<file path="config.mk">
export PLATFORM = sky130hd
export DESIGN_NAME = bsc_core
export DESIGN_NICKNAME = d
export VERILOG_FILES = /design/src/design/bsc_pkg.sv /design/src/design/bsc_core.sv
export VERILOG_INCLUDE_DIRS = /design/src /design/src/design
export SDC_FILE = /design/constraint.sdc
export NUM_CORES = 1
export LEC_CHECK = 0
export ABC_AREA = 1
export BUFFER_PORTS_ARGS = -buffer_cell sky130_fd_sc_hd__buf_2
export CAP_MARGIN = 20
export CORE_MARGIN = 4
export CORE_UTILIZATION = 53
export CTS_CLUSTER_DIAMETER = 80
export DETAILED_ROUTE_END_ITERATION = 16
export PLACE_DENSITY = 0.82
export SKIP_LAST_GASP = 1
export SLEW_MARGIN = 20
export SYNTH_ARGS = -nofsm -noshare
export SYNTH_HDL_FRONTEND = slang
export SYNTH_SLANG_ARGS = --single-unit
</file>
<file path="constraint.sdc">
create_clock -name ref_clk_i -period 3.1 [get_ports ref_clk_i]
set_clock_uncertainty 0.05 [all_clocks]
set_input_delay 0.62 -clock ref_clk_i [delete_from_list [all_inputs] [get_ports ref_clk_i]]
set_output_delay 0.62 -clock ref_clk_i [all_outputs]
set_load 0.01 [all_outputs]
</file>
<file path="src/design/bsc_params.svh">
`ifndef BSC_PARAMS_SVH
`define BSC_PARAMS_SVH
`define BSC_SR_SYSTEM_MODE_FLAG      15
`define BSC_SR_MASK_HI   14
`define BSC_SR_MASK_LO   12
`define BSC_SR_WIDE      11
`define BSC_SR_BANK_HI   10
`define BSC_SR_BANK_LO   8
`define BSC_SR_S         7
`define BSC_SR_Z         6
`define BSC_SR_H         4
`define BSC_SR_V         2
`define BSC_SR_N         1
`define BSC_SR_C         0
`define BSC_SR_RSVD_MASK 16'hFFD7
`define BSC_SR_RESET     16'hF000
`define BSC_MASK_ALL     3'h7
`define BSC_MASK_DEF     3'h0
`define BSC_TRAP_DEF     3'h7
`define BSC_TRAP_BASE    32'h0000_8000
`define BSC_TRAP_STEP    4
`define BSC_STAT_BYTES   32'h0000_0002
`define BSC_FRAME_MIN    32'h0000_0004
`define BSC_FRAME_MAX    32'h0000_0006
`define BSC_LATE_SLOTS   2'h1
`endif

</file>
<file path="src/design/bsc_pkg.sv">
package bsc_pkg;
    typedef enum logic [4:0] {
        BSC_IDLE  = 5'h00,
        BSC_ZCF   = 5'h01,
        BSC_TEST  = 5'h02,
        BSC_CLR   = 5'h03,
        BSC_SET   = 5'h04,
        BSC_INV   = 5'h05,
        BSC_TEST_AND_SET_OP  = 5'h06,
        BSC_SRCHB = 5'h07,
        BSC_SRCHF = 5'h08,
        BSC_NORM  = 5'h09,
        BSC_WIDE  = 5'h0A,
        BSC_EI    = 5'h0B,
        BSC_DI    = 5'h0C,
        BSC_PUSH  = 5'h0D,
        BSC_POP   = 5'h0E,
        BSC_TRAP  = 5'h0F,
        BSC_EXTI  = 5'h10
    } bsc_op_type;

    typedef struct packed {
        bsc_op_type  op;
        logic        mem_form;
        logic        has_imm;
        logic [3:0]  bit_num;
        logic [2:0]  imm3;
        logic [15:0] operand;
        logic [31:0] next_pc;
        logic [15:0] pop_word;
    } bsc_req_type;

    typedef struct packed {
        logic        done;
        logic        wr_en;
        logic [15:0] wr_data;
        logic        a_wr;
        logic [7:0]  a_data;
        logic        mem_wr;
        logic [31:0] mem_addr;
        logic [15:0] mem_data;
        logic        mem_wr2;
        logic [31:0] mem_addr2;
        logic [31:0] mem_data2;
        logic        jump;
        logic [31:0] jump_pc;
        logic        priv_fault;
    } bsc_rsp_type;

    typedef enum logic [1:0] {
        BSC_TRAP_SW   = 2'b00,
        BSC_TRAP_PRIV = 2'b01,
        BSC_TRAP_ILL  = 2'b10,
        BSC_TRAP_HW   = 2'b11
    } bsc_trap_type;
endpackage

</file>
<file path="src/design/bsc_core.sv">
`include "bsc_params.svh"

module bsc_core
    import bsc_pkg::*;
(
    // Clock and reset
    input  wire logic        ref_clk_i,
    input  wire logic        rst_i,
    // Instruction request
    input  wire logic        req_valid_i,
    input  wire bsc_req_type req_i,
    input  wire bsc_trap_type trap_kind_i,
    input  wire logic [31:0] stack_ptr_i,
    // Results
    output bsc_rsp_type      rsp_o,
    output logic [31:0]      stack_ptr_o,
    output logic [15:0]      status_o,
    output logic             fetch_system_mode_flag_o
);
    logic [15:0] sr;
    logic [15:0] next_sr;
    logic [31:0] sp;
    logic [31:0] next_sp;
    logic        fetch_system_mode_flag;
    logic        next_fetch_system_mode_flag;
    bsc_rsp_type rsp;
    bsc_rsp_type next_rsp;

    logic [15:0] bitmask;
    logic        sel_bit;
    logic [3:0]  hi_pos;
    logic [3:0]  lo_pos;
    logic        src_zero;
    logic        privileged;
    logic        wide;
    logic [2:0]  bank_in;

    assign wide = sr[`BSC_SR_WIDE];
    // Memory form numbers bits of a byte only
    assign bitmask = req_i.mem_form ? (16'h0001 << req_i.bit_num[2:0])
                                    : (16'h0001 << req_i.bit_num);
    assign sel_bit = |(req_i.operand & bitmask);
    assign src_zero = (req_i.operand == 16'h0000);

    // Priority scans; one generate-free loop each way keeps them short
    always_comb begin
        hi_pos = 4'h0;
        lo_pos = 4'h0;
        for (int i = 0; i < 16; i++) begin
            if (req_i.operand[i]) begin
                hi_pos = 4'(i);
            end
        end
        for (int i = 15; i >= 0; i--) begin
            if (req_i.operand[i]) begin
                lo_pos = 4'(i);
            end
        end
    end

    always_comb begin
        unique case (req_i.op)
            BSC_NORM, BSC_WIDE, BSC_EI, BSC_DI, BSC_PUSH, BSC_POP:
                privileged = 1'b1;
            default:
                privileged = 1'b0;
        endcase
    end

    // Bank pointer of a restored word obeys the width flag it carries
    assign bank_in = {req_i.pop_word[`BSC_SR_BANK_HI] & ~req_i.pop_word[`BSC_SR_WIDE],
                      req_i.pop_word[`BSC_SR_BANK_HI-1:`BSC_SR_BANK_LO]};

    always_comb begin
        next_sr = sr;
        next_sp = sp;
        next_fetch_system_mode_flag = sr[`BSC_SR_SYSTEM_MODE_FLAG];
        next_rsp = '0;
        if (req_valid_i) begin
            next_sp = stack_ptr_i;
            next_rsp.done = 1'b1;
            if (privileged && !sr[`BSC_SR_SYSTEM_MODE_FLAG]) begin
                // Fault replaces the instruction; trap entry follows as BSC_EXTI
                next_rsp.priv_fault = 1'b1;
            end else begin
                unique case (req_i.op)
                    BSC_IDLE: begin
                        next_sr = sr;
                    end
                    BSC_ZCF: begin
                        next_sr[`BSC_SR_C] = ~sr[`BSC_SR_Z];
                        next_sr[`BSC_SR_N] = 1'b0;
                    end
                    BSC_TEST: begin
                        next_sr[`BSC_SR_Z] = ~sel_bit;
                        next_sr[`BSC_SR_H] = 1'b1;
                        next_sr[`BSC_SR_N] = 1'b0;
                    end
                    BSC_CLR: begin
                        next_rsp.wr_en = 1'b1;
                        next_rsp.wr_data = req_i.operand & ~bitmask;
                    end
                    BSC_SET: begin
                        next_rsp.wr_en = 1'b1;
                        next_rsp.wr_data = req_i.operand | bitmask;
                    end
                    BSC_INV: begin
                        next_rsp.wr_en = 1'b1;
                        next_rsp.wr_data = req_i.operand ^ bitmask;
                    end
                    BSC_TEST_AND_SET_OP: begin
                        next_sr[`BSC_SR_Z] = ~sel_bit;
                        next_sr[`BSC_SR_H] = 1'b1;
                        next_sr[`BSC_SR_N] = 1'b0;
                        next_rsp.wr_en = 1'b1;
                        next_rsp.wr_data = req_i.operand | bitmask;
                    end
                    BSC_SRCHB, BSC_SRCHF: begin
                        next_sr[`BSC_SR_V] = src_zero;
                        next_rsp.a_wr = ~src_zero;
                        next_rsp.a_data = {4'h0,
                            (req_i.op == BSC_SRCHB) ? hi_pos : lo_pos};
                    end
                    BSC_NORM: begin
                        next_sr[`BSC_SR_SYSTEM_MODE_FLAG] = 1'b0;
                    end
                    BSC_WIDE: begin
                        next_sr[`BSC_SR_WIDE] = 1'b1;
                        next_sr[`BSC_SR_BANK_HI] = 1'b0;
                    end
                    BSC_EI: begin
                        next_sr[`BSC_SR_MASK_HI:`BSC_SR_MASK_LO] =
                            req_i.has_imm ? req_i.imm3 : `BSC_MASK_DEF;
                    end
                    BSC_DI: begin
                        next_sr[`BSC_SR_MASK_HI:`BSC_SR_MASK_LO] = `BSC_MASK_ALL;
                    end
                    BSC_PUSH: begin
                        next_sp = stack_ptr_i - `BSC_STAT_BYTES;
                        next_rsp.mem_wr = 1'b1;
                        next_rsp.mem_addr = stack_ptr_i - `BSC_STAT_BYTES;
                        next_rsp.mem_data = sr & `BSC_SR_RSVD_MASK;
                    end
                    BSC_POP: begin
                        // Only path that can clear the width flag
                        next_sr = req_i.pop_word & `BSC_SR_RSVD_MASK;
                        next_sr[`BSC_SR_BANK_HI:`BSC_SR_BANK_LO] = bank_in;
                        next_sp = stack_ptr_i + `BSC_STAT_BYTES;
                        // Next fetch still uses the old area
                        next_fetch_system_mode_flag = sr[`BSC_SR_SYSTEM_MODE_FLAG];
                    end
                    BSC_TRAP, BSC_EXTI: begin
                        next_sr[`BSC_SR_SYSTEM_MODE_FLAG] = 1'b1;
                        next_sp = stack_ptr_i - (wide ? `BSC_FRAME_MAX
                                                       : `BSC_FRAME_MIN);
                        next_rsp.mem_wr = 1'b1;
                        next_rsp.mem_addr = next_sp;
                        next_rsp.mem_data = sr & `BSC_SR_RSVD_MASK;
                        next_rsp.mem_wr2 = 1'b1;
                        next_rsp.mem_addr2 = next_sp + `BSC_STAT_BYTES;
                        next_rsp.mem_data2 = wide ? req_i.next_pc
                                                  : {16'h0000, req_i.next_pc[15:0]};
                        next_rsp.jump = (req_i.op == BSC_TRAP);
                        next_rsp.jump_pc = `BSC_TRAP_BASE
                            + {25'h0000000, (req_i.has_imm ? req_i.imm3 : `BSC_TRAP_DEF),
                               4'h0};
                    end
                    default: begin
                        next_rsp.done = 1'b1;
                    end
                endcase
            end
        end else begin
            next_fetch_system_mode_flag = fetch_system_mode_flag ? sr[`BSC_SR_SYSTEM_MODE_FLAG] : sr[`BSC_SR_SYSTEM_MODE_FLAG];
        end
        next_sr[5] = 1'b0;
        next_sr[3] = 1'b0;
    end

    always_ff @(posedge ref_clk_i) begin
        if (rst_i) begin
            sr <= `BSC_SR_RESET;
            sp <= 32'h0000_0000;
            fetch_system_mode_flag <= 1'b1;
            rsp <= '0;
        end else begin
            sr <= next_sr;
            sp <= next_sp;
            fetch_system_mode_flag <= next_fetch_system_mode_flag;
            rsp <= next_rsp;
        end
    end

    assign rsp_o = rsp;
    assign stack_ptr_o = sp;
    assign status_o = sr;
    assign fetch_system_mode_flag_o = fetch_system_mode_flag;
endmodule

</file>
Word-level counts from Yosys, hierarchy flattened

Index checks and enable logic that the tools add are counted.

Flip-flop bits (word level): 224
Output and inout port bits: 224

$add $sub $neg: 5
Eq/ne operators: 16
Shifts and indexed selects: 2
Multiplexer cells: 53
Bitwise gates (word level): 15
Reductions and logical operators: 30

Operator list:

| kind                                                                  | number |
|---|---|
| 4-bit 2-to-1 mux                                                      | 27 |
| 98-bit 2-to-1 mux                                                     | 1 |
| 49-bit case mux with 2 select lines                                   | 1 |
| 32-bit case mux with 3 select lines                                   | 1 |
| 32-bit by 2-bit adder with 32-bit output (second input constant)      | 2 |
| 32-bit 2-to-1 mux                                                     | 2 |
| 17-bit case mux with 3 select lines                                   | 1 |
| 5-bit by 4-bit == test with 1-bit output (second input constant)      | 8 |
| 16-bit AND                                                            | 2 |
| 32-bit by 2-bit subtractor with 32-bit output (second input constant) | 1 |
| 32-bit by 3-bit subtractor with 32-bit output                         | 1 |
| 3-bit AND reduction                                                   | 8 |
| 5-bit by 3-bit == test with 1-bit output (second input constant)      | 4 |
| 16-bit by 7-bit adder with 17-bit output (first input constant)       | 1 |
| 16-bit logical NOT                                                    | 1 |
| 16-bit 2-to-1 mux                                                     | 1 |
| 16-bit inverter                                                       | 1 |
| 16-bit bitwise OR                                                     | 1 |
| 16-bit OR reduction                                                   | 1 |
| 1-bit by 3-bit << shifter with 16-bit output (first input constant)   | 1 |
| 1-bit by 4-bit << shifter with 16-bit output (first input constant)   | 1 |
| 16-bit XOR                                                            | 1 |
| 3-bit 2-to-1 mux                                                      | 4 |
| 5-bit by 2-bit == test with 1-bit output (second input constant)      | 2 |
| 20 further kinds                                                      | 47 |

Depth between registers and ports, before layout

Gate-level depths: netlist of run 1.

Word-level depth: 18
Mapped depth: 19
Depth with buffers taken out: 19

Worst setup path before layout of run 1

OpenSTA, ideal clock, no wires.

Path kind: input-to-reg
Start: input stack_ptr_i[1]
End: register rsp (netlist bit rsp_o[95])
Library setup time: 115 ps
Data arrival time: 2,487 ps
Required time: 2,935 ps
Setup slack: 448 ps
Cell stages on the path: 16
Buffers on the path: 0
Cells stage by stage: inv_1 -> ha_1 -> inv_1 -> ha_1 -> inv_2 -> nand2_8 -> nor2_8 -> nand2_2 -> xor2_1 -> nand2_1 -> nor2_1 -> nand3_4 -> nor2_2 -> nand3_1 -> nand2_1 -> nor2_1

Word-level cells in the longest chain between the ends: 2

RTL lines:

| what                                                      | RTL line        | source |
|---|---|---|
| start, declared                                           | bsc_core.sv:13  | `input wire logic [31:0] stack_ptr_i,` |
| 32-bit by 3-bit subtractor with 32-bit output             | bsc_core.sv:154 | `` next_sp = stack_ptr_i - (wide ? `BSC_FRAME_MAX `` |
| 32-bit by 2-bit adder with 32-bit output (no source line) | -               |  |
| end signal, assigned                                      | bsc_core.sv:190 | `rsp <= next_rsp;` |
| end, declared                                             | bsc_core.sv:26  | `bsc_rsp_type rsp;` |

No other way between the ends.
A chain may end at the register's enable or synchronous reset.

Final worst setup path of run 1

Start: register sr[11], in the netlist status_o[11]
End: register rsp (netlist bit rsp_o[92])

Word-level cells in the longest chain between the ends: 3

RTL lines:

| what                                                      | RTL line        | source |
|---|---|---|
| start, declared                                           | bsc_core.sv:20  | `logic [15:0] sr;` |
| start signal, assigned                                    | bsc_core.sv:182 | `` sr <= `BSC_SR_RESET; `` |
| start signal, assigned                                    | bsc_core.sv:187 | `sr <= next_sr;` |
| 2-bit 2-to-1 mux (no source line)                         | -               |  |
| 32-bit by 3-bit subtractor with 32-bit output             | bsc_core.sv:154 |  |
| 32-bit by 2-bit adder with 32-bit output (no source line) | -               |  |

No other way between the ends.

==> flow_results.xml, run 1 <==
<?xml version="1.0" encoding="UTF-8"?>
<metrics>
  <group name="die">
    <metric name="initial_utilization" unit="%">54.4</metric>
    <metric name="chipHeight" unit="um">155</metric>
    <metric name="placementRows" unit="">53</metric>
    <metric name="core_area" unit="um2">21200</metric>
    <metric name="floorplan.die_area" unit="um2">24100</metric>
    <metric name="num_ports" unit="">339</metric>
    <metric name="width_of_the_die" unit="um">155</metric>
  </group>
  <group name="hold_path">
    <metric name="min_from" unit="">req_i[28]</metric>
    <metric name="class_of_the_worst_hold_path" unit="">in2reg</metric>
    <metric name="worst_hold_path.endpoint" unit="">rsp_o[46]</metric>
    <metric name="min_delay_path_depth" unit="">3</metric>
  </group>
  <group name="detailed_routing">
    <metric name="wire_per_inst" unit="um">18.4</metric>
    <metric name="detail_route.wirelength" unit="um">42200</metric>
    <metric name="via_count" unit="">12300</metric>
    <metric name="initialDrtViolationCount" unit="">965</metric>
    <metric name="detailedRoute.firstPassIterationCount" unit="">5</metric>
    <metric name="detail_route.drc_violations" unit="">0</metric>
    <metric name="viasPerCell" unit="">5.36</metric>
    <metric name="final_antenna_net_count" unit="">0</metric>
  </group>
  <group name="sta">
    <metric name="min_cycle_time_layout" unit="ns">2.77</metric>
    <metric name="grt_setup_unrepaired" unit="">false</metric>
    <metric name="timing_max_transition_violations_final" unit="">0</metric>
    <metric name="setup_slack" unit="ns">0.333</metric>
    <metric name="worstMarginPinSlew" unit="ns">0.814</metric>
    <metric name="achievable-frequency" unit="MHz">361</metric>
    <metric name="worst_slew_margin_rel" unit="%">45.7</metric>
    <metric name="report.final.hold_viol_count" unit="">0</metric>
    <metric name="min_period_over_period" unit="%">89.3</metric>
    <metric name="final-setup-viol-count" unit="">0</metric>
    <metric name="tns" unit="ns">0</metric>
  </group>
  <group name="grt">
    <metric name="first_global_vias" unit="">11800</metric>
    <metric name="pin_count_of_the_biggest_net_entering_global_routing" unit="">42</metric>
    <metric name="grt.overflow.total" unit="">0</metric>
    <metric name="global_route_wire_length_before_repair" unit="um">65000</metric>
    <metric name="initial_antenna_violation_count" unit="">2</metric>
    <metric name="global_route.usage.total" unit="%">34.2</metric>
  </group>
  <group name="logic_synthesis">
    <metric name="yosysWarnings" unit="">0</metric>
    <metric name="post-synth-top-area-cell" unit="">dfxtp_1</metric>
    <metric name="synth_area_leaders" unit="">dfxtp_1, nand2_1, nor2_1, inv_1, ha_1</metric>
    <metric name="synth_top_cell_area_share" unit="%">32.7</metric>
    <metric name="ys_ff_latch" unit="">188</metric>
    <metric name="number_of_standard_cells_after_synthesis" unit="">1699</metric>
    <metric name="post_synthesis_instance_area" unit="um2">11500</metric>
    <metric name="synth-seq-area-share" unit="%">32.7</metric>
    <metric name="synth_cell_types" unit="">51</metric>
    <metric name="postSynthAreaPerCell" unit="um2">6.77</metric>
  </group>
  <group name="placed_design">
    <metric name="place_congestion" unit="">1.00</metric>
    <metric name="hpwlAfterDp" unit="um">33600</metric>
    <metric name="numPortBuffers" unit="">298</metric>
    <metric name="pre_cts_ws" unit="ns">0.0642</metric>
    <metric name="place_area" unit="um2">13300</metric>
  </group>
  <group name="clocking">
    <metric name="cts-buffers-inserted" unit="">17</metric>
    <metric name="clk_pin_slew_worst_paths" unit="ns">0.09</metric>
    <metric name="cts_tree" unit="">built</metric>
    <metric name="clk_root_buffer_cell" unit="">clkbuf_16</metric>
    <metric name="htreeDepth" unit="">4</metric>
    <metric name="clock_insertion_delay_worst_skew" unit="ns">0.45</metric>
    <metric name="holdBufCountCts" unit="">0</metric>
    <metric name="postCtsResizedCells" unit="">0</metric>
    <metric name="cts_setup_buffers" unit="">0</metric>
    <metric name="clockBufferDepth" unit="">2</metric>
    <metric name="clock-sinks" unit="">188</metric>
  </group>
  <group name="worst_setup_path">
    <metric name="critical_path.reg2reg.endpoint" unit="">rsp_o[92]</metric>
    <metric name="timing.critical_path.fanout_max" unit="">5</metric>
    <metric name="timing_worst_setup_path_type" unit="">reg2reg</metric>
    <metric name="setup.worst_path.start" unit="">status_o[11]</metric>
    <metric name="critical_path.slowest_cell" unit="">dfxtp_1</metric>
    <metric name="r2r.worst_path.cells" unit="">15</metric>
    <metric name="end_kind" unit="">flop</metric>
    <metric name="cp.buffers_inverters" unit="">2</metric>
    <metric name="worstReg2RegStart" unit="">status_o[11]</metric>
    <metric name="r2r_setup_slack" unit="ns">0.33</metric>
    <metric name="crit_path_start_kind" unit="">flop</metric>
    <metric name="crit_path_dat" unit="ns">3.06</metric>
    <metric name="critical-path-top-delay-family" unit="">simple AND/OR/NAND/NOR gates</metric>
    <metric name="slowest_delay" unit="ns">0.48</metric>
    <metric name="timing.critical_path.cells" unit="">ha_1, inv_1, ha_1, inv_2, nand2_8, nor2_8, nand2_2, xor2_2, nand2_2, nor2_4, nand4_2, nor2_2, nand2_1, nand2_1, nor2_1</metric>
    <metric name="required_time_at_the_worst_slack_endpoint" unit="ns">3.39</metric>
  </group>
  <group name="pwr">
    <metric name="total_leakage_power" unit="nW">6.96</metric>
    <metric name="power_per_cell_area" unit="nW/um2">407</metric>
    <metric name="vdd_ir_drop_max" unit="mV">0.338</metric>
  </group>
  <group name="layout">
    <metric name="num_antenna_cells" unit="">0</metric>
    <metric name="num-nets-final" unit="">2173</metric>
    <metric name="layout.cells.most_common" unit="">nand2_1</metric>
    <metric name="combined_area_of_the_multi_input_logic_cells" unit="um2">6350</metric>
    <metric name="mostFrequentLayoutCells" unit="">nand2_1, buf_2, nor2_1, inv_1, dfxtp_1</metric>
    <metric name="ff_latch_area" unit="um2">3760</metric>
    <metric name="fill_cells" unit="">1957</metric>
    <metric name="share_of_cells_above_drive_strength_1" unit="%">23.8</metric>
    <metric name="final_cell_area" unit="um2">13900</metric>
    <metric name="synthToLayoutAreaGrowth" unit="%">21.2</metric>
  </group>
  <group name="status">
    <metric name="outcome" unit="">finished, final reports clean</metric>
  </group>
  <group name="job">
    <metric name="maxCapViolCount" unit="">0</metric>
  </group>
</metrics>
per-layer routing:
| layer | vias to the layer above | GRT usage [%] | share of wire [%] |
|---|---|---|---|
| met4 | 4 | 12.0 | 3.1 |
| li1 | 5916 | - | - |
| met5 | - | 0 | 0.052 |
| met3 | 93 | 6.04 | 8.7 |
| met1 | 5678 | 44.9 | 42 |
| met2 | 596 | 56.8 | 46 |
cells in the mapped netlist (all sizes together):
library cell  instances
o221ai                2
xor2                 32
clkbuf               28
nor3                 40
nor4                  4
nand3               119
xnor2                 2
nor2                288
nand2               347
or2                   2
o22ai                15
o31ai                 6
a31oi                 6
o21bai                1
o21ai                86
and3                  1
conb                  1
a311oi                1
inv                 246
dfxtp               188
a21oi               109
nand4                22
ha                   53
clkinv                4
nand3b                1
o211ai               18
a211oi                4
nor3b                 2
buf                  71
metrics by stage:
step / power (mW) / std cells / utilization, % / hold WS [ns]
CTS: 5.68 / 2293 / 65.9 / 0.315
floorplan: 3.09 / 1734 / - / 0.393
global route: 5.90 / 2293 / 65.9 / 0.319
detailed placement: 3.38 / 2261 / 62.9 / 0.391
global placement: 3.36 / 2261 / 62.9 / 0.384
finish: 5.67 / 2293 / 65.9 / 0.324
registers in the layout, indices dropped and copies added (netlist names):
name,cells
fetch_system_mode_flag_o,1
rsp_o,141
stack_ptr_o,32
status_o,14
cell type report:
type | count | area share, %
clock buffers | 17 | 3.05
clock inverters | 15 | 1.54
inverters | 250 | 6.75
multi-input cells | 1197 | 45.5
flip-flops and latches | 188 | 27.0
well taps | 275 | 2.47
repair buffers | 351 | 13.6
worst max path at each step:
| stage | to | slack (ns) | cells past startpoint |
|---|---|---|---|
| after floorplan | rsp_o[95] | 0.45 | 16 |
| after global placement | stack_ptr_o[13] | 0.10 | 16 |
| after detailed placement | rsp_o[92] | 0.06 | 17 |
| after CTS | rsp_o[92] | 0.33 | 15 |
| after global routing | stack_ptr_o[13] | 0.16 | 14 |
| final | rsp_o[92] | 0.33 | 15 |
worst register-to-register path: stages, from the launching register on:
cell and delay (ns):
dfxtp_1 0.48, ha_1 0.20, inv_1 0.05, ha_1 0.21, inv_2 0.13, nand2_8 0.10
nor2_8 0.17, nand2_2 0.12, xor2_2 0.23, nand2_2 0.21, nor2_4 0.20, nand4_2 0.20
nor2_2 0.15, nand2_1 0.06, nand2_1 0.07, nor2_1 0.04
report_power, final:
| part | internal, mW | switching (mW) |
|---|---|---|
| registers | 2.46 | 0.0196 |
| logic | 0.268 | 0.595 |
| clock network | 1.13 | 1.20 |
kinds of logic (layout without fill, tap and decap cells):
family	count (synthesis)	in the layout	share of synthesized area (%)
simple gates	826	826	32.9
buf+inv	349	633	13.2
compound gates	248	248	11.9
flops	188	188	32.7
fa+ha+maj	53	53	5.76
xor+xnor	34	34	3.47
other cells	1	36	0.0326
No activity file was read; power rests on OpenSTA's default activity.
==> inputs of run 2 (changes only) <==
CORE_UTILIZATION = 48   (was 53)
PLACE_DENSITY = 0.78   (was 0.82)
clock period = 2.25 ns   (was 3.1 ns; I/O delays follow)
==> flow_results.xml, run 2 (same netlist as run 1, synthesis figures left out) <==
<?xml version="1.0" encoding="UTF-8"?>
<metrics>
  <group name="grt">
    <metric name="grt.overflow.total" unit="">0</metric>
    <metric name="global_route.usage.met1" unit="%">41.1</metric>
    <metric name="initial_antenna_violation_count" unit="">3</metric>
    <metric name="met3_usage" unit="%">6.83</metric>
    <metric name="global_route.usage.total" unit="%">33.7</metric>
    <metric name="global_route_wire_length_before_repair" unit="um">69900</metric>
    <metric name="groute.layer.met2.usage" unit="%">58.3</metric>
    <metric name="pin_count_of_the_biggest_net_entering_global_routing" unit="">38</metric>
    <metric name="first_global_vias" unit="">13100</metric>
    <metric name="globalRoute.busiestLayer" unit="">met2</metric>
  </group>
  <group name="sta">
    <metric name="grt_setup_unrepaired" unit="">true</metric>
    <metric name="worst_slew_margin_rel" unit="%">61.5</metric>
    <metric name="final-setup-viol-count" unit="">13</metric>
    <metric name="report.final.hold_viol_count" unit="">0</metric>
    <metric name="whs" unit="ns">0.160</metric>
    <metric name="achievable-frequency" unit="MHz">421</metric>
    <metric name="timing_max_transition_violations_final" unit="">0</metric>
    <metric name="setup_slack" unit="ns">-0.127</metric>
    <metric name="min_period_over_period" unit="%">106</metric>
    <metric name="tns" unit="ns">-0.718</metric>
    <metric name="worstMarginPinSlew" unit="ns">0.577</metric>
    <metric name="min_cycle_time_layout" unit="ns">2.38</metric>
  </group>
  <group name="clocking">
    <metric name="holdBufCountCts" unit="">0</metric>
    <metric name="clock-sinks" unit="">188</metric>
    <metric name="clock_insertion_delay_worst_skew" unit="ns">0.44</metric>
    <metric name="cts-buffers-inserted" unit="">17</metric>
    <metric name="cts_tree" unit="">built</metric>
    <metric name="clk_root_buffer_cell" unit="">clkbuf_16</metric>
    <metric name="clk_pin_slew_worst_paths" unit="ns">0.07</metric>
    <metric name="clockBufferDepth" unit="">2</metric>
    <metric name="htreeDepth" unit="">4</metric>
  </group>
  <group name="status">
    <metric name="violations" unit="">setup timing</metric>
    <metric name="outcome" unit="">complete, but fails checks</metric>
  </group>
  <group name="worst_setup_path">
    <metric name="timing_worst_setup_path_type" unit="">reg2reg</metric>
    <metric name="worst_setup_path_endpoint" unit="">rsp_o[84]</metric>
    <metric name="crit_path_start_kind" unit="">flop</metric>
    <metric name="setup.worst_path.start" unit="">status_o[11]</metric>
    <metric name="r2r.worst_path.cells" unit="">16</metric>
    <metric name="worstReg2RegStart" unit="">status_o[11]</metric>
    <metric name="crit_path_dat" unit="ns">2.66</metric>
    <metric name="critical_path.reg2reg.endpoint" unit="">rsp_o[84]</metric>
    <metric name="end_kind" unit="">flop</metric>
    <metric name="r2r_setup_slack" unit="ns">-0.13</metric>
    <metric name="required_time_at_the_worst_slack_endpoint" unit="ns">2.54</metric>
    <metric name="timing.critical_path.fanout_max" unit="">4</metric>
  </group>
  <group name="layout">
    <metric name="mostFrequentLayoutCells" unit="">nand2_1, buf_2, buf_4, nor2_1, inv_1</metric>
    <metric name="num-nets-final" unit="">2420</metric>
    <metric name="layout.cells.most_common" unit="">nand2_1</metric>
    <metric name="final_cell_area" unit="um2">16400</metric>
    <metric name="share_of_cells_above_drive_strength_1" unit="%">35.6</metric>
    <metric name="largest_register_ffs" unit="">141</metric>
    <metric name="fill_cells" unit="">2009</metric>
    <metric name="synthToLayoutAreaGrowth" unit="%">42.7</metric>
  </group>
  <group name="die">
    <metric name="num_ports" unit="">339</metric>
    <metric name="initial_utilization" unit="%">48.9</metric>
    <metric name="floorplan.die_area" unit="um2">26500</metric>
    <metric name="placementRows" unit="">56</metric>
    <metric name="core_area" unit="um2">23500</metric>
    <metric name="chipHeight" unit="um">163</metric>
    <metric name="width_of_the_die" unit="um">163</metric>
  </group>
  <group name="job">
    <metric name="maxCapViolCount" unit="">0</metric>
  </group>
  <group name="placed_design">
    <metric name="numPortBuffers" unit="">298</metric>
    <metric name="hpwlAfterDp" unit="um">36300</metric>
    <metric name="place_congestion" unit="">1.01</metric>
    <metric name="place_area" unit="um2">15200</metric>
  </group>
  <group name="detailed_routing">
    <metric name="viasPerCell" unit="">5.15</metric>
    <metric name="detailedRoute.firstPassIterationCount" unit="">6</metric>
    <metric name="detail_route.drc_violations" unit="">0</metric>
    <metric name="wire_per_inst" unit="um">17.8</metric>
    <metric name="initialDrtViolationCount" unit="">1064</metric>
    <metric name="via_count" unit="">13300</metric>
    <metric name="final_antenna_net_count" unit="">0</metric>
    <metric name="detail_route.wirelength" unit="um">46000</metric>
  </group>
  <group name="pwr">
    <metric name="power_per_cell_area" unit="nW/um2">500</metric>
    <metric name="vdd_ir_drop_max" unit="mV">0.458</metric>
    <metric name="total_leakage_power" unit="nW">8.32</metric>
  </group>
  <group name="hold_path">
    <metric name="class_of_the_worst_hold_path" unit="">in2reg</metric>
  </group>
</metrics>
==> run 2: changes by cell type in the layout (fill, tap and decap cells not counted), sizes merged <==
cell and delta:
diode +2, inv -1, clkbuf +1, buf +247, clkinv -6, clkinvlp +2
bufinv +3
==> run 2: what timing repair did <==
item,CTS,global route
resized for setup,48,65
setup buffers,10,14
cloned,0,0
pin swaps,30,33
setup endpoints to repair,35,44
==> run 2: report_power, final <==
group	internal, mW	leakage, nW	switching, mW	total, mW
sequential	3.39	1.52	0.0299	3.42
combinational	0.596	6.49	0.928	1.52
clock	1.81	0.304	1.46	3.27
==> run 2: worst min-delay path by stage <==
stage          cells after the start          from  slack, ns                       end
2_1_floorplan                      2  status_o[15]       0.39  fetch_system_mode_flag_o
3_3_place_gp                       2   status_o[7]       0.38                rsp_o[106]
3_5_place_dp                       2  status_o[10]       0.39                rsp_o[109]
4_1_cts                            3     req_i[23]       0.16                 rsp_o[41]
5_1_grt                            3     req_i[36]       0.17                 rsp_o[54]
6_report                           3     req_i[23]       0.16                 rsp_o[41]
==> run 2: critical path, cell delays in order, from the launching register on <==
cell	delay, ns
dfxtp_4	0.38
ha_4	0.13
inv_4	0.04
ha_4	0.16
inv_4	0.08
nand2_8	0.08
buf_6	0.14
xor2_4	0.19
nand3_2	0.13
nor2_4	0.13
nand2_4	0.09
buf_4	0.15
nor3_4	0.19
buf_4	0.17
nand2_1	0.04
nand2_1	0.08
a21oi_2	0.05
==> run 2: metal layers <==
metal,wire [um],up-vias
met3,3780,116
li1,-,6418
met2,22200,624
met4,1780,4
met1,18300,6143
met5,26,-
==> run 2: cell type report <==
cell class,instances,area [um2],share of cell area [%]
Clock buffer,18,439,2.67
Sequential cell,188,3770,22.9
Antenna cell,2,5.00,0.0305
Multi-Input combinational cell,1197,6830,41.6
Timing Repair Buffer,598,3840,23.4
Tap cell,319,399,2.43
Clock inverter,13,185,1.13
Inverter,250,952,5.80
==> run 2: through the flow <==
step,worst slack (ns),cells,utilization [%],total power [mW]
after floorplan,-0.0917,1734,-,4.27
after global placement,-0.396,2529,64.5,4.89
after detailed placement,-0.463,2529,64.5,4.92
after CTS,-0.0803,2570,68.4,8.17
after global routing,-0.320,2584,69.7,8.50
final,-0.127,2585,69.7,8.22
==> inputs of run 3 (changes only) <==
==> constraint.sdc (replaced) <==
create_clock -name ref_clk_i -period 2.25 [get_ports ref_clk_i]
set_clock_uncertainty 0.05 [all_clocks]
set_input_delay 0 -clock ref_clk_i [delete_from_list [all_inputs] [get_ports ref_clk_i]]
set_output_delay 0 -clock ref_clk_i [all_outputs]
set_load 0.01 [all_outputs]
==> flow_results.xml, run 3 (same netlist as run 1, synthesis figures left out) <==
<?xml version="1.0" encoding="UTF-8"?>
<metrics>
  <group name="worst_setup_path">
    <metric name="crit_path_dat" unit="ns">2.52</metric>
    <metric name="end_kind" unit="">flop</metric>
    <metric name="required_time_at_the_worst_slack_endpoint" unit="ns">2.49</metric>
    <metric name="timing.critical_path.fanout_max" unit="">5</metric>
    <metric name="timing_worst_setup_path_type" unit="">reg2reg</metric>
    <metric name="crit_path_start_kind" unit="">flop</metric>
  </group>
  <group name="job">
    <metric name="maxCapViolCount" unit="">0</metric>
  </group>
  <group name="clocking">
    <metric name="cts-buffers-inserted" unit="">17</metric>
    <metric name="cts_tree" unit="">built</metric>
    <metric name="clk_root_buffer_cell" unit="">clkbuf_16</metric>
    <metric name="htreeDepth" unit="">4</metric>
    <metric name="clock-sinks" unit="">188</metric>
    <metric name="clock_insertion_delay_worst_skew" unit="ns">0.44</metric>
    <metric name="clk_pin_slew_worst_paths" unit="ns">0.08</metric>
    <metric name="clockBufferDepth" unit="">2</metric>
  </group>
  <group name="sta">
    <metric name="timing_max_transition_violations_final" unit="">0</metric>
    <metric name="setup_slack" unit="ns">-0.0247</metric>
    <metric name="achievable-frequency" unit="MHz">440</metric>
    <metric name="tns" unit="ns">-0.0335</metric>
    <metric name="report.final.hold_viol_count" unit="">0</metric>
    <metric name="worstMarginPinSlew" unit="ns">0.844</metric>
    <metric name="grt_setup_unrepaired" unit="">true</metric>
    <metric name="worst_slew_margin_rel" unit="%">43.7</metric>
    <metric name="final-setup-viol-count" unit="">2</metric>
    <metric name="min_cycle_time_layout" unit="ns">2.27</metric>
    <metric name="min_period_over_period" unit="%">101</metric>
  </group>
  <group name="layout">
    <metric name="combined_area_of_the_multi_input_logic_cells" unit="um2">6770</metric>
    <metric name="share_of_cells_above_drive_strength_1" unit="%">29.0</metric>
    <metric name="fill_cells" unit="">2028</metric>
    <metric name="mostFrequentLayoutCells" unit="">nand2_1, buf_2, nor2_1, inv_1, dfxtp_1</metric>
    <metric name="num-nets-final" unit="">2327</metric>
    <metric name="layout.cells.most_common" unit="">nand2_1</metric>
    <metric name="synthToLayoutAreaGrowth" unit="%">37.6</metric>
    <metric name="ff_latch_area" unit="um2">3760</metric>
    <metric name="largest_register_ffs" unit="">141</metric>
  </group>
  <group name="status">
    <metric name="violations" unit="">setup timing</metric>
    <metric name="outcome" unit="">complete, but fails checks</metric>
  </group>
  <group name="die">
    <metric name="placementRows" unit="">56</metric>
    <metric name="chipHeight" unit="um">163</metric>
    <metric name="initial_utilization" unit="%">48.9</metric>
    <metric name="core_area" unit="um2">23500</metric>
    <metric name="num_ports" unit="">339</metric>
    <metric name="floorplan.die_area" unit="um2">26500</metric>
    <metric name="width_of_the_die" unit="um">163</metric>
  </group>
  <group name="placed_design">
    <metric name="numPortBuffers" unit="">298</metric>
    <metric name="hpwlAfterDp" unit="um">33100</metric>
    <metric name="place_congestion" unit="">0.982</metric>
  </group>
  <group name="grt">
    <metric name="global_route_wire_length_before_repair" unit="um">67000</metric>
    <metric name="first_global_vias" unit="">12300</metric>
    <metric name="initial_antenna_violation_count" unit="">2</metric>
    <metric name="pin_count_of_the_biggest_net_entering_global_routing" unit="">45</metric>
    <metric name="global_route.usage.total" unit="%">31.9</metric>
    <metric name="grt.overflow.total" unit="">0</metric>
  </group>
  <group name="detailed_routing">
    <metric name="detailedRoute.firstPassIterationCount" unit="">6</metric>
    <metric name="via_count" unit="">13000</metric>
    <metric name="detail_route.wirelength" unit="um">43900</metric>
    <metric name="wire_per_inst" unit="um">17.6</metric>
    <metric name="final_antenna_net_count" unit="">0</metric>
    <metric name="initialDrtViolationCount" unit="">1368</metric>
    <metric name="detail_route.drc_violations" unit="">0</metric>
    <metric name="viasPerCell" unit="">5.21</metric>
  </group>
  <group name="pwr">
    <metric name="vdd_ir_drop_max" unit="mV">0.438</metric>
    <metric name="power.total" unit="mW">8.11</metric>
    <metric name="total_leakage_power" unit="nW">7.77</metric>
    <metric name="power_per_cell_area" unit="nW/um2">512</metric>
  </group>
  <group name="hold_path">
    <metric name="class_of_the_worst_hold_path" unit="">in2reg</metric>
  </group>
</metrics>
[run 3: cell types whose count changed in the layout (fill, tap and decap cells not counted), sizes merged]
cell         previous run  this run
buf                   598       423
dlygate4sd3             0        82
clkinv                  6        10
bufinv                  3         1
clkbuf                 18        17
clkinvlp                2         1
inv                   252       253
[run 3: where the power goes]
part	switching (mW)	leakage [nW]	internal [mW]
sequential	0.0295	1.52	3.39
combinational	0.912	5.94	0.552
clock	1.60	0.303	1.63
total	2.54	7.77	5.57
[run 3: through the flow]
step	area [um2]	worst slack (ns)	utilization [%]	cells	hold slack [ns]
floorplan	11700	0.00290	-	1734	0.0418
global placement	13800	-0.0683	58.7	2361	0.165
detailed placement	13800	-0.103	58.7	2361	0.169
CTS	15400	-0.0377	65.5	2479	0.00333
global route	15800	-0.170	67.2	2492	0.0383
finish	15800	-0.0247	67.2	2493	0.0178
[run 3: critical path: stages, from the launching register on]
cell	delay (ns)
dfxtp_2	0.36
ha_4	0.14
inv_4	0.04
ha_4	0.16
inv_4	0.08
nand2_8	0.09
nor2_8	0.19
nand2_4	0.09
xor2_4	0.18
nand2_1	0.11
nor2_4	0.20
nand4_4	0.16
nor2_1	0.12
nand2_1	0.06
nand2_1	0.05
nor2_1	0.04
[run 3: routing by layer]
metal	share of wire, %	GRT usage, %	wire, um	up-vias
met5	0.030	0	13	-
met4	2.7	8.69	1190	2
met3	11	7.67	4660	88
met2	45	52.1	19700	743
met1	42	42.3	18300	5920
li1	-	-	-	6231
[run 3: worst paths after layout]
path	end	startpoint	slack, ns	cells past startpoint
max	rsp_o[90]	status_o[11]	-0.02	15
min	rsp_o[171]	req_i[62]	0.02	4
max reg2reg	rsp_o[90]	status_o[11]	-0.02	15
min reg2reg	rsp_o[111]	status_o[12]	0.40	2
[run 3: layout make-up]
type / instances / share of cell area, %
flip-flops and latches: 188 / 23.8
well taps: 319 / 2.52
clock inverters: 15 / 1.35
inverters: 250 / 6.01
repair buffers: 505 / 20.8
diodes: 2 / 0.0316
multi-input cells: 1197 / 42.8
clock buffers: 17 / 2.69
[run 3: timing repair]
item                                    4_1_cts  5_1_grt
hold endpoints to repair                     79        0
pin swaps                                    12       43
gates resized for setup                      26       93
setup buffers                                 3       14
endpoints found under the setup margin       19       41
hold buffers                                 83        0
